## config.mk

```make
export PLATFORM = sky130hd
export DESIGN_NAME = relay_output_conditioner
export DESIGN_NICKNAME = d
export VERILOG_FILES = /design/src/rtl/relay_pkg.sv /design/src/rtl/relay_delay_timer.sv /design/src/rtl/relay_output_conditioner.sv
export SDC_FILE = /design/constraint.sdc
export NUM_CORES = 1
export LEC_CHECK = 0
export BUFFER_PORTS_ARGS = -buffer_cell sky130_fd_sc_hd__buf_2
export CAP_MARGIN = 10
export CORE_ASPECT_RATIO = 0.75
export CORE_MARGIN = 4
export CORE_UTILIZATION = 38
export DETAILED_ROUTE_END_ITERATION = 8
export HOLD_SLACK_MARGIN = 0.1
export PLACE_DENSITY = 0.63
export SLEW_MARGIN = 20
export SYNTH_ARGS = -nofsm -noshare
export SYNTH_HDL_FRONTEND = slang
export SYNTH_SLANG_ARGS = --single-unit
```

## constraint.sdc

```tcl
create_clock -name clk -period 11.1 [get_ports clk]
set_input_delay 1.11 -clock clk [delete_from_list [all_inputs] [get_ports clk]]
set_output_delay 1.11 -clock clk [all_outputs]
set_load 0.03 [all_outputs]
```

## src/rtl/relay_pkg.sv

```systemverilog
// Constants and types for the two-channel relay output conditioner
package relay_pkg;

   localparam int NUM_CH = 2;
   localparam int DELAY_W = 16;

   // ------------------------------------------------------------
   // Timing
   // ------------------------------------------------------------
   localparam int unsigned CLK_PERIOD_NS = 25;
   localparam int unsigned MS_NS = 1000000;
   localparam int unsigned MS_CYCLES = (MS_NS + CLK_PERIOD_NS - 1) / CLK_PERIOD_NS;
   localparam int unsigned WDOG_MS = 500;
   localparam logic [1:0] WDOG_FAILS = 2'h3;

   // ------------------------------------------------------------
   // Output byte layout
   // ------------------------------------------------------------
   localparam int OUT_CH1_BIT = 0;
   localparam int OUT_CH2_BIT = 1;
   localparam logic [7:0] OUT_BYTE_RST = 8'h00;

   // ------------------------------------------------------------
   // Reset values
   // ------------------------------------------------------------
   localparam logic [1:0] BUS_BITS_RST = 2'h0;
   localparam logic [1:0] BUS_INV_RST = 2'h3;
   localparam logic [1:0] CH_VAL_RST = 2'h0;

   // ------------------------------------------------------------
   // Types
   // ------------------------------------------------------------
   typedef enum logic [1:0] {
      ERR_CURRENT = 2'b00,
      ERR_SUBST = 2'b01,
      ERR_LAST = 2'b10
   } err_mode_t;

   typedef enum logic [1:0] {
      WD_OK = 2'b00,
      WD_EXPIRED = 2'b01,
      WD_OFF = 2'b10
   } wd_state_t;

endpackage : relay_pkg

```

## src/rtl/relay_delay_timer.sv

```systemverilog
// ON/OFF delay timer for one channel, counted in millisecond ticks
`timescale 1ns/10ps
`default_nettype none
module relay_delay_timer import relay_pkg::*; #(
   parameter int DLY_W = DELAY_W
) (
   input wire logic clk,
   input wire logic sys_rst,
   input wire logic tick,
   input wire logic din,
   input wire logic [DLY_W-1:0] on_ms,
   input wire logic [DLY_W-1:0] off_ms,
   output logic dout
);

   logic dout_reg;
   logic dout_next;
   logic [DLY_W-1:0] cnt_reg;
   logic [DLY_W-1:0] cnt_next;
   logic [DLY_W-1:0] limit;
   localparam logic [DLY_W-1:0] CNT_ONE = DLY_W'(1);

   // ------------------------------------------------------------
   // Next state
   // ------------------------------------------------------------
   always_comb begin
      limit = din ? on_ms : off_ms;
      dout_next = dout_reg;
      cnt_next = '0;
      if (din != dout_reg) begin
         // Pending change must be held for the full delay, else restart
         if (limit == '0) begin
            dout_next = din;
         end else if (tick) begin
            if (cnt_reg + CNT_ONE >= limit) begin
               dout_next = din;
            end else begin
               cnt_next = cnt_reg + CNT_ONE;
            end
         end else begin
            cnt_next = cnt_reg;
         end
      end
   end

   always_ff @(posedge clk) begin
      if (sys_rst) begin
         dout_reg <= 1'b0;
         cnt_reg <= '0;
      end else begin
         dout_reg <= dout_next;
         cnt_reg <= cnt_next;
      end
   end

   assign dout = dout_reg;

endmodule : relay_delay_timer
`default_nettype wire

```

## src/rtl/relay_output_conditioner.sv

```systemverilog
// Two-channel relay output conditioner: source, error strategy, negation, delays
`timescale 1ns/10ps
`default_nettype none
module relay_output_conditioner import relay_pkg::*; #(
   parameter int unsigned TICK_CYCLES = MS_CYCLES,
   parameter int DLY_W = DELAY_W
) (
   input wire logic clk,
   input wire logic sys_rst,
   input wire logic module_active,
   input wire logic [7:0] bus_out_byte,
   input wire logic [1:0] bus_invalid,
   input wire logic bus_strobe,
   input wire logic comm_ok,
   input wire logic comm_fail,
   input wire logic [1:0] sim_mode,
   input wire logic [1:0] sim_value,
   input wire logic [1:0] sim_invalid,
   input wire logic [1:0] subst_value,
   input wire logic [3:0] err_mode,
   input wire logic [1:0] negate,
   input wire logic [2*DLY_W-1:0] on_delay_ms,
   input wire logic [2*DLY_W-1:0] off_delay_ms,
   output logic [1:0] relay_out,
   output logic [7:0] out_byte,
   output logic [1:0] channel_active,
   output logic [1:0] err_active,
   output logic watchdog_expired,
   output logic outputs_off
);

   localparam int TW = (TICK_CYCLES > 1) ? $clog2(TICK_CYCLES) : 1;
   localparam logic [TW-1:0] TICK_LAST = TW'(TICK_CYCLES - 1);
   localparam logic [9:0] WDOG_LAST = 10'(WDOG_MS - 1);

   // Error strategy value for one channel
   function automatic logic strategy_value(input logic [1:0] mode, input logic src,
                                           input logic subst, input logic last);
      logic val;
      val = subst;
      case (mode)
         ERR_CURRENT: val = src;
         ERR_SUBST: val = subst;
         ERR_LAST: val = last;
         default: val = subst;
      endcase
      return val;
   endfunction : strategy_value

   // ------------------------------------------------------------
   // Millisecond tick
   // ------------------------------------------------------------
   logic [TW-1:0] tick_cnt_reg;
   logic [TW-1:0] tick_cnt_next;
   logic tick_reg;
   logic tick_next;

   always_comb begin
      tick_next = 1'b0;
      tick_cnt_next = tick_cnt_reg + TW'(1);
      if (tick_cnt_reg == TICK_LAST) begin
         tick_cnt_next = '0;
         tick_next = 1'b1;
      end
   end

   always_ff @(posedge clk) begin
      if (sys_rst) begin
         tick_cnt_reg <= '0;
         tick_reg <= 1'b0;
      end else begin
         tick_cnt_reg <= tick_cnt_next;
         tick_reg <= tick_next;
      end
   end

   // ------------------------------------------------------------
   // Communication watchdog
   // ------------------------------------------------------------
   wd_state_t wd_state_reg;
   wd_state_t wd_state_next;
   logic [1:0] fail_cnt_reg;
   logic [1:0] fail_cnt_next;
   logic [9:0] wd_ms_reg;
   logic [9:0] wd_ms_next;

   always_comb begin
      wd_state_next = wd_state_reg;
      fail_cnt_next = fail_cnt_reg;
      wd_ms_next = wd_ms_reg;
      if (comm_ok) begin
         wd_state_next = WD_OK;
         fail_cnt_next = 2'h0;
         wd_ms_next = 10'h000;
      end else begin
         case (wd_state_reg)
            WD_OK: begin
               if (comm_fail) begin
                  if (fail_cnt_reg + 2'h1 == WDOG_FAILS) begin
                     wd_state_next = WD_EXPIRED;
                     wd_ms_next = 10'h000;
                  end else begin
                     fail_cnt_next = fail_cnt_reg + 2'h1;
                  end
               end
            end
            WD_EXPIRED: begin
               if (tick_reg) begin
                  if (wd_ms_reg == WDOG_LAST) begin
                     wd_state_next = WD_OFF;
                  end else begin
                     wd_ms_next = wd_ms_reg + 10'h001;
                  end
               end
            end
            WD_OFF: wd_state_next = WD_OFF;
            default: wd_state_next = WD_OK;
         endcase
      end
   end

   always_ff @(posedge clk) begin
      if (sys_rst) begin
         wd_state_reg <= WD_OK;
         fail_cnt_reg <= 2'h0;
         wd_ms_reg <= 10'h000;
      end else begin
         wd_state_reg <= wd_state_next;
         fail_cnt_reg <= fail_cnt_next;
         wd_ms_reg <= wd_ms_next;
      end
   end

   // ------------------------------------------------------------
   // Bus data capture
   // ------------------------------------------------------------
   logic [1:0] bus_bits_reg;
   logic [1:0] bus_bits_next;
   logic [1:0] bus_inv_reg;
   logic [1:0] bus_inv_next;

   always_comb begin
      bus_bits_next = bus_bits_reg;
      bus_inv_next = bus_inv_reg;
      if (bus_strobe) begin
         bus_bits_next = {bus_out_byte[OUT_CH2_BIT], bus_out_byte[OUT_CH1_BIT]};
         bus_inv_next = bus_invalid;
      end
   end

   always_ff @(posedge clk) begin
      if (sys_rst) begin
         bus_bits_reg <= BUS_BITS_RST;
         bus_inv_reg <= BUS_INV_RST;
      end else begin
         bus_bits_reg <= bus_bits_next;
         bus_inv_reg <= bus_inv_next;
      end
   end

   // ------------------------------------------------------------
   // Channel conditioning
   // ------------------------------------------------------------
   logic [1:0] src;
   logic [1:0] bad;
   logic [1:0] err;
   logic [1:0] cond_reg;
   logic [1:0] cond_next;
   logic [1:0] last_reg;
   logic [1:0] last_next;
   logic [1:0] err_reg;
   logic [1:0] dly_out;
   logic wd_err;

   assign wd_err = (wd_state_reg != WD_OK);

   always_comb begin
      for (int ch = 0; ch < NUM_CH; ch++) begin
         // Line faults have no input here, so they cannot raise an error
         src[ch] = sim_mode[ch] ? sim_value[ch] : bus_bits_reg[ch];
         bad[ch] = sim_mode[ch] ? sim_invalid[ch] : bus_inv_reg[ch];
         err[ch] = bad[ch] | wd_err;
         last_next[ch] = err[ch] ? last_reg[ch] : src[ch];
         cond_next[ch] = (err[ch] ? strategy_value(err_mode[2*ch +: 2], src[ch],
                                                   subst_value[ch], last_reg[ch])
                                  : src[ch]) ^ negate[ch];
      end
   end

   always_ff @(posedge clk) begin
      if (sys_rst) begin
         cond_reg <= CH_VAL_RST;
         last_reg <= CH_VAL_RST;
         err_reg <= 2'h0;
      end else begin
         cond_reg <= cond_next;
         last_reg <= last_next;
         err_reg <= err;
      end
   end

   for (genvar g = 0; g < NUM_CH; g++) begin : g_dly
      relay_delay_timer #(
         .DLY_W(DLY_W)
      ) u_dly (
         .clk(clk),
         .sys_rst(sys_rst),
         .tick(tick_reg),
         .din(cond_reg[g]),
         .on_ms(on_delay_ms[g*DLY_W +: DLY_W]),
         .off_ms(off_delay_ms[g*DLY_W +: DLY_W]),
         .dout(dly_out[g])
      );
   end

   // ------------------------------------------------------------
   // Output stage
   // ------------------------------------------------------------
   logic [1:0] relay_reg;
   logic [1:0] relay_next;
   logic [7:0] byte_next;

   always_comb begin
      relay_next = (module_active && wd_state_reg != WD_OFF) ? dly_out : 2'h0;
      byte_next = OUT_BYTE_RST;
      byte_next[OUT_CH1_BIT] = relay_next[0];
      byte_next[OUT_CH2_BIT] = relay_next[1];
   end

   logic [7:0] byte_reg;

   always_ff @(posedge clk) begin
      if (sys_rst) begin
         relay_reg <= 2'h0;
         byte_reg <= OUT_BYTE_RST;
      end else begin
         relay_reg <= relay_next;
         byte_reg <= byte_next;
      end
   end

   assign relay_out = relay_reg;
   assign out_byte = byte_reg;
   assign channel_active = {2{module_active}};
   assign err_active = err_reg;
   assign watchdog_expired = wd_err;
   assign outputs_off = (wd_state_reg == WD_OFF);
endmodule : relay_output_conditioner
`default_nettype wire

```

==> results by group, run 1 <==
Run status
  • Run status: completed

Placement
  • Last weighted congestion value of the routability-driven placer: 0.845
  • Worst slack after detailed placement: 7.02 ns
  • Port Buf Inserts: 97
  • Detailed-placement wirelength estimate: 9.87 mm
  • Total instance count after detailed placement: 872

Power
  • Leakage power figure: 0.00252 uW
  • Post-layout power: 640 uW
  • Cell Pwr Density: 105 nW/um2
  • Max rail drop VDD: 0.0000934 V

Global route
  • Leftover overflow at the end of global routing: 0
  • Number of global-route vias before repair: 4639
  • Largest net degree at the start of global routing: 41
  • First-pass GRT wire length: 21.0 mm
  • All-Layer GR Usage: 16.0%
  • Number of antenna violations at the first check in global routing: 0

STA
  • Number of pins with negative max-slew slack in the final report: 0
  • Post-layout worst setup margin: 7.06 ns
  • Rel. slew slack: 30.8%
  • Worst Clk Skew: 0.00535 ns
  • Peak Freq: 0.247 GHz
  • Setup tns final: 0 ns
  • RSZ-0062 raised after global routing: no
  • Minimum period implied by the final worst setup slack: 4.04 ns
  • Endpoints failing hold: 0
  • Tightest Pin Transition: 1.04 ns
  • Period Utilization, post-route: 36.4%
  • Total of endpoints with negative setup slack in the final report: 0

Critical path
  • Data arrival time of the critical path: 4.23 ns
  • Slowest cell on crit path: sky130_fd_sc_hd__or4_1
  • Peak fanout along the critical path: 10
  • Family with the most delay on the worst path: simple AND/OR/NAND/NOR gates
  • Max stage delay on crit path: 0.70 ns
  • WP buf/inv: 0
  • Nature of the critical path startpoint: register
  • Ordered cell list for the critical path: ha_1, nand3_1, or4_1, nor2_1, xor2_1, ha_1, a21oi_1, a21boi_0, or4_1, a21oi_4, mux2i_1, o311ai_0
  • Category of the most critical setup path: reg -> reg
  • CP Data Required Time: 11.29 ns
  • Type of destination of the critical path: register

Synth
  • Commonest cells in the synthesized netlist: sky130_fd_sc_hd__dfxtp_1, sky130_fd_sc_hd__nor2_1, sky130_fd_sc_hd__nand2_1
  • Number of library cell types mapped by synthesis: 62
  • Most numerous cell in the Yosys netlist: sky130_fd_sc_hd__dfxtp_1
  • Ys Warns: 0
  • Top cells by area in the synthesized netlist: sky130_fd_sc_hd__dfxtp_1, sky130_fd_sc_hd__ha_1, sky130_fd_sc_hd__mux2i_1
  • Fraction of synthesized cell area taken by the top area cell type: 29.3%
  • Post-Syn Area: 5260 um2
  • Post-synth top area cell: sky130_fd_sc_hd__dfxtp_1
  • Total of flip-flops plus latches after synthesis: 77
  • Number of cells produced by synthesis: 635
  • Fraction of registers with async set/reset: 0%
  • Mean post-synth cell area: 8.28 um2
  • EDFF count, synth: 0
  • Flip-flop cell with the highest count after synthesis: sky130_fd_sc_hd__dfxtp_1
  • Seq/Total Area, Yosys: 29.3%

Finish
  • Nets@finish: 846
  • Layout-stage area growth over the synthesis result: 15.3%
  • Flip-flop count of the largest register after layout: 32
  • Share of layout cells above drive strength 1: 18.5%
  • Final instance count without filler cells: 888
  • Antenna cell count: 0

Die
  • Width of the chip: 144 um
  • Core Box Area: 13200 um2
  • Count of standard-cell rows: 36
  • Die Area: 15800 um2
  • I/O pin count: 110
  • Initial Utilization: 39.7%
  • Die height: 110 um

Clock tree
  • Clock Latency Late Sink: 0.33 ns
  • Clock slew at the register clock pins of the worst setup and hold paths: 0.06 ns
  • Clock sink total: 77
  • Buffer count from post-CTS setup fixing: 0
  • CTS hold repair buffers: 0
  • Clock buffer depth: 2
  • Level count of the clock H-tree: 3
  • Post-CTS sizing: 0
  • Inserted Clock Buffers: 9
  • Clock Root Buffer: sky130_fd_sc_hd__clkbuf_16
  • Clock tree from TritonCTS: built

Routing
  • Count of TritonRoute iterations in the first routing pass: 4
  • First-iteration detailed-routing DRC count: 263
  • Wire length per cell after detailed routing: 14.2 um
  • Number of nets with antenna violations after detailed routing: 0
  • Wirelength, routed: 12.6 mm
  • Via count: 4754
  • Via/cell ratio: 5.35
  • Drc violations: 0

Hold path
  • Min-Delay Path Class: reg -> reg

Flow run
  • MaxCap Viol Count: 0
-- metrics by stage --
stage	utilization [%]	hold slack (ns)	instance area (um2)
floorplan	-	0.426	5280
global placement	43.7	0.441	5780
detailed placement	43.7	0.453	5790
CTS	45.8	0.463	6060
global route	45.8	0.474	6060
finish	45.8	0.461	6060
-- cell usage in the layout (no fill, tap or decap), types with 3 or more instances in the layout --
cell type	n
sky130_fd_sc_hd__xor2_1	28
sky130_fd_sc_hd__a211oi_1	7
sky130_fd_sc_hd__nor4_1	13
sky130_fd_sc_hd__a21oi_1	44
sky130_fd_sc_hd__nor2_1	66
sky130_fd_sc_hd__and2_1	4
sky130_fd_sc_hd__nand2_1	62
sky130_fd_sc_hd__a211o_1	3
sky130_fd_sc_hd__nand3_1	38
sky130_fd_sc_hd__nand2b_1	4
sky130_fd_sc_hd__ha_1	40
sky130_fd_sc_hd__nor3_1	15
sky130_fd_sc_hd__mux2i_1	40
sky130_fd_sc_hd__dfxtp_1	77
sky130_fd_sc_hd__clkbuf_16	9
sky130_fd_sc_hd__o21ai_0	9
sky130_fd_sc_hd__o21a_1	5
sky130_fd_sc_hd__conb_1	6
sky130_fd_sc_hd__a31oi_1	5
sky130_fd_sc_hd__nor4b_1	5
sky130_fd_sc_hd__nand4_1	17
sky130_fd_sc_hd__buf_2	97
sky130_fd_sc_hd__and4_1	6
sky130_fd_sc_hd__xnor2_1	24
sky130_fd_sc_hd__nand3b_1	5
sky130_fd_sc_hd__clkinv_4	3
sky130_fd_sc_hd__o211ai_1	3
sky130_fd_sc_hd__or2_2	3
sky130_fd_sc_hd__inv_1	13
sky130_fd_sc_hd__mux2_2	4
sky130_fd_sc_hd__and3_1	17
-- path summary, 6_finish.rpt --
| path | from | to | slack [ns] | depth (start not counted) |
|---|---|---|---|---|
| max | g_dly[0].u_dly.cnt_reg[0] | g_dly[0].u_dly.dout | 7.06 | 12 |
| min | tick_cnt_reg[0] | tick_cnt_reg[0] | 0.46 | 1 |
| max reg2reg | g_dly[0].u_dly.cnt_reg[0] | g_dly[0].u_dly.dout | 7.06 | 12 |
| min reg2reg | tick_cnt_reg[0] | tick_cnt_reg[0] | 0.46 | 1 |
-- cell type report --
type | instances | area [um2]
fill | 1316 | 7180
multi-input combinational | 512 | 3480
sequential | 77 | 1540
timing repair buffer | 99 | 500
clock buffer | 10 | 229
tap | 171 | 214
inverter | 13 | 48.8
clock inverter | 6 | 47.5
-- worst register-to-register path: cells and delay by family, from the launching register on --
family	cells	cell delay (ns)
AND/OR/NAND/NOR	4	1.76
AO/OA/AOI/OAI	4	0.77
adder cells (fa/ha/maj)	2	0.56
flip-flops	1	0.41
multiplexers	1	0.23
XOR/XNOR	1	0.19
-- power breakdown --
group,switching (uW),internal (uW)
clock network,117,153
registers,5.57,281
logic,45.1,38.2
total,168,472
-- logic make-up (layout without fill, tap and decap cells) --
logic type	count (synthesis)	in the layout	synth area share, %
and+or+nand+nor	273	273	26.9
AOI/OAI and AO/OA	96	96	11.9
DFF	77	77	29.3
xor gates and xnor gates	53	53	8.97
buffers and inverters	51	128	4.88
muxes	44	44	8.47
adders and majority gates	40	40	9.52
other	1	6	0.0713
-- layer usage --
layer | routed length [um] | track usage [%] | vias to the layer above
met3 | 654 | 3.70 | 10
met2 | 5700 | 26.1 | 108
met1 | 6100 | 21.7 | 2209
met5 | 0 | 0 | -
met4 | 115 | 3.29 | 0
li1 | - | - | 2427
No activity file was read; power rests on OpenSTA's default activity.
==> run 2, diff against run 1 <==
ABC_AREA = 1   (was unset)
PLACE_DENSITY = 0.65   (was 0.63)
clock period = 3.2 ns   (was 11.1 ns; I/O delays follow)
==> results by group, run 2 <==
Clock tree
  • Clock Root Buffer: sky130_fd_sc_hd__clkbuf_16
  • Level count of the clock H-tree: 3 (unchanged)
  • Inserted Clock Buffers: 9 (unchanged)
  • Buffer count from post-CTS setup fixing: 0 (unchanged)
  • Clock Latency Late Sink: 0.33 ns (about the same)
  • Clock tree from TritonCTS: built
  • Clock sink total: 77 (unchanged)
  • CTS hold repair buffers: 0 (unchanged)
  • Clock slew at the register clock pins of the worst setup and hold paths: 0.06 ns (about the same)
  • Post-CTS sizing: 0 (unchanged)
  • Clock buffer depth: 2 (unchanged)

Routing
  • Wire length per cell after detailed routing: 11.2 um (-21%)
  • Drc violations: 0 (unchanged)
  • First-iteration detailed-routing DRC count: 270 (+2.7%)
  • Via count: 5149 (+8.3%)
  • Count of TritonRoute iterations in the first routing pass: 4 (unchanged)
  • Wirelength, routed: 12.8 mm (+1.5%)
  • Number of nets with antenna violations after detailed routing: 0 (unchanged)
  • Via/cell ratio: 4.51 (-16%)

Die
  • I/O pin count: 110 (unchanged)
  • Width of the chip: 148 um (+2.6%)
  • Initial Utilization: 39.6% (-0.12 points)
  • Core Box Area: 14000 um2 (+5.9%)
  • Die height: 113 um (+2.6%)
  • Count of standard-cell rows: 37 (+2.8%)
  • Die Area: 16600 um2 (+5.2%)

Hold path
  • Worst hold path depth: 3 (+2)
  • Min-Delay Path Class: in -> reg

Synth
  • Flip-flop cell with the highest count after synthesis: sky130_fd_sc_hd__dfxtp_1
  • Top cells by area in the synthesized netlist: sky130_fd_sc_hd__dfxtp_1, sky130_fd_sc_hd__nand2_1, sky130_fd_sc_hd__ha_1
  • Post-Syn Area: 5550 um2 (+5.6%)
  • Commonest cells in the synthesized netlist: sky130_fd_sc_hd__nand2_1, sky130_fd_sc_hd__inv_1, sky130_fd_sc_hd__nor2_1
  • Mean post-synth cell area: 6.55 um2 (-21%)
  • Most numerous cell in the Yosys netlist: sky130_fd_sc_hd__nand2_1
  • Seq/Total Area, Yosys: 27.8% (-1.6 points)
  • Total of flip-flops plus latches after synthesis: 77 (unchanged)
  • Ys Warns: 0 (unchanged)
  • Post-synth top area cell: sky130_fd_sc_hd__dfxtp_1
  • Fraction of registers with async set/reset: 0% (unchanged)
  • Number of cells produced by synthesis: 848 (+34%)
  • EDFF count, synth: 0 (unchanged)
  • Number of library cell types mapped by synthesis: 37 (-40%)
  • Fraction of synthesized cell area taken by the top area cell type: 27.8% (-1.6 points)

STA
  • Rel. slew slack: 54.5% (+24 points)
  • Setup tns final: 0 ns (unchanged)
  • Peak Freq: 0.342 GHz (+38%)
  • Tightest Pin Transition: 0.678 ns (-0.359 ns)
  • Period Utilization, post-route: 91.3% (+55 points)
  • Post-layout worst setup margin: 0.279 ns (-6.78 ns)
  • Minimum period implied by the final worst setup slack: 2.92 ns (-1.12 ns)
  • Total of endpoints with negative setup slack in the final report: 0 (unchanged)
  • RSZ-0062 raised after global routing: no
  • Worst Clk Skew: 0.00502 ns (-0.000330 ns)
  • Number of pins with negative max-slew slack in the final report: 0 (unchanged)
  • Endpoints failing hold: 0 (unchanged)

Critical path
  • FF-to-FF setup slack: 0.28 ns (-6.78 ns)
  • Register-to-Register Path Depth: 15 (+3)
  • Data arrival time of the critical path: 3.18 ns (-1.05 ns)
  • CP Data Required Time: 3.46 ns (-7.83 ns)
  • Category of the most critical setup path: reg -> reg
  • Nature of the critical path startpoint: register
  • Type of destination of the critical path: register
  • Peak fanout along the critical path: 15 (+5)

Placement
  • Last weighted congestion value of the routability-driven placer: 0.829 (-2.0%)
  • Worst slack after detailed placement: 0.319 ns (-6.70 ns)
  • Detailed-placement wirelength estimate: 10.2 mm (+3.8%)
  • Port Buf Inserts: 97 (unchanged)
  • Total instance count after detailed placement: 1125 (+29%)

Global route
  • First-pass GRT wire length: 21.2 mm (+1.2%)
  • Number of antenna violations at the first check in global routing: 0 (unchanged)
  • Largest net degree at the start of global routing: 21 (-49%)
  • Leftover overflow at the end of global routing: 0 (unchanged)
  • Number of global-route vias before repair: 4649 (+0.22%)
  • All-Layer GR Usage: 15.1% (-0.90 points)

Finish
  • Leading cell types in the layout, fill and taps excluded: sky130_fd_sc_hd__nand2_1, sky130_fd_sc_hd__buf_2, sky130_fd_sc_hd__nor2_1, sky130_fd_sc_hd__inv_1, sky130_fd_sc_hd__dfxtp_1
  • Antenna cell count: 0 (unchanged)
  • Most common library cell in the layout ignoring fill and taps: sky130_fd_sc_hd__nand2_1
  • Layout-stage area growth over the synthesis result: 16.6%
  • Nets@finish: 1075 (+27%)
  • Final instance count without filler cells: 1141 (+28%)
  • Share of layout cells above drive strength 1: 18.3% (-0.26 points)
  • Flip-flop count of the largest register after layout: 32 (unchanged)

Power
  • Cell Pwr Density: 387 nW/um2 (+270%)
  • Max rail drop VDD: 0.000278 V (+200%)
  • Leakage power figure: 0.00310 uW (+23%)

Run status
  • Run status: completed

Flow run
  • MaxCap Viol Count: 0 (unchanged)
run 2: cell count changes after synthesis, moves of 19 or more:
cell / before / now
sky130_fd_sc_hd__nand2_1: 62 / 292
sky130_fd_sc_hd__inv_1: 13 / 95
sky130_fd_sc_hd__mux2i_1: 40 / 0
sky130_fd_sc_hd__nor2_1: 66 / 95
sky130_fd_sc_hd__a21oi_2: 1 / 20
run 2: cell type report:
class | count | area, um2
clock inverters | 5 | 108
well taps | 195 | 244
fillers | 1471 | 7550
flip-flops and latches | 77 | 1540
inverters | 100 | 385
repair buffers | 103 | 531
multi-input cells | 650 | 3420
clock buffers | 11 | 243
run 2: metal layers:
metal	up-vias	GRT usage [%]	routed length, um
li1	2831	-	-
met1	2243	22.0	6840
met2	65	22.6	5460
met3	10	3.51	377
met4	0	3.54	89
met5	-	0	0
run 2: logic make-up (layout without fill, tap and decap cells):
group	count (synthesis)	in the layout	synth area share (%)
AOI/OAI and AO/OA	97	97	10.8
other	1	6	0.0675
xor gates and xnor gates	38	38	6.13
buffers and inverters	126	219	10.9
adders and majority gates	40	40	9.01
DFF	77	77	27.8
and+or+nand+nor	469	469	35.3
run 2: report_power, final:
group,switching (uW),total [uW],internal (uW)
Sequential,11.2,984,973
Combinational,217,347,130
Clock,388,1170,786
run 2: per-stage QoR:
stage	total power, uW	util [%]	hold WS (ns)	cell area, um2
final	2510	46.2	0.200	6480
after global routing	2640	46.2	0.218	6480
after CTS	2540	46.2	0.188	6480
after detailed placement	1360	43.7	0.440	6130
after global placement	1350	43.7	0.434	6130
after floorplan	1270	-	0.418	5570
run 2: critical path, cell delays in order, from the launching register on:
cell,delay (ns)
sky130_fd_sc_hd__dfxtp_1,0.40
sky130_fd_sc_hd__ha_1,0.20
sky130_fd_sc_hd__nand2_1,0.09
sky130_fd_sc_hd__nor3b_1,0.22
sky130_fd_sc_hd__buf_4,0.17
sky130_fd_sc_hd__nand3_1,0.09
sky130_fd_sc_hd__xor2_1,0.14
sky130_fd_sc_hd__inv_1,0.08
sky130_fd_sc_hd__ha_1,0.29
sky130_fd_sc_hd__nand2_1,0.11
sky130_fd_sc_hd__o21ai_0,0.09
sky130_fd_sc_hd__a21oi_1,0.21
sky130_fd_sc_hd__nand2_1,0.16
sky130_fd_sc_hd__nor2_4,0.33
sky130_fd_sc_hd__nand2_1,0.13
sky130_fd_sc_hd__a21oi_2,0.14
run 2: final timing paths:
path | end | start
setup reg to reg | g_dly[0].u_dly.cnt_reg[15] | g_dly[0].u_dly.cnt_reg[0]
hold reg to reg | tick_cnt_reg[0] | tick_cnt_reg[0]
hold / removal | bus_inv_reg[1] | bus_invalid[1]
setup / recovery | g_dly[0].u_dly.cnt_reg[15] | g_dly[0].u_dly.cnt_reg[0]
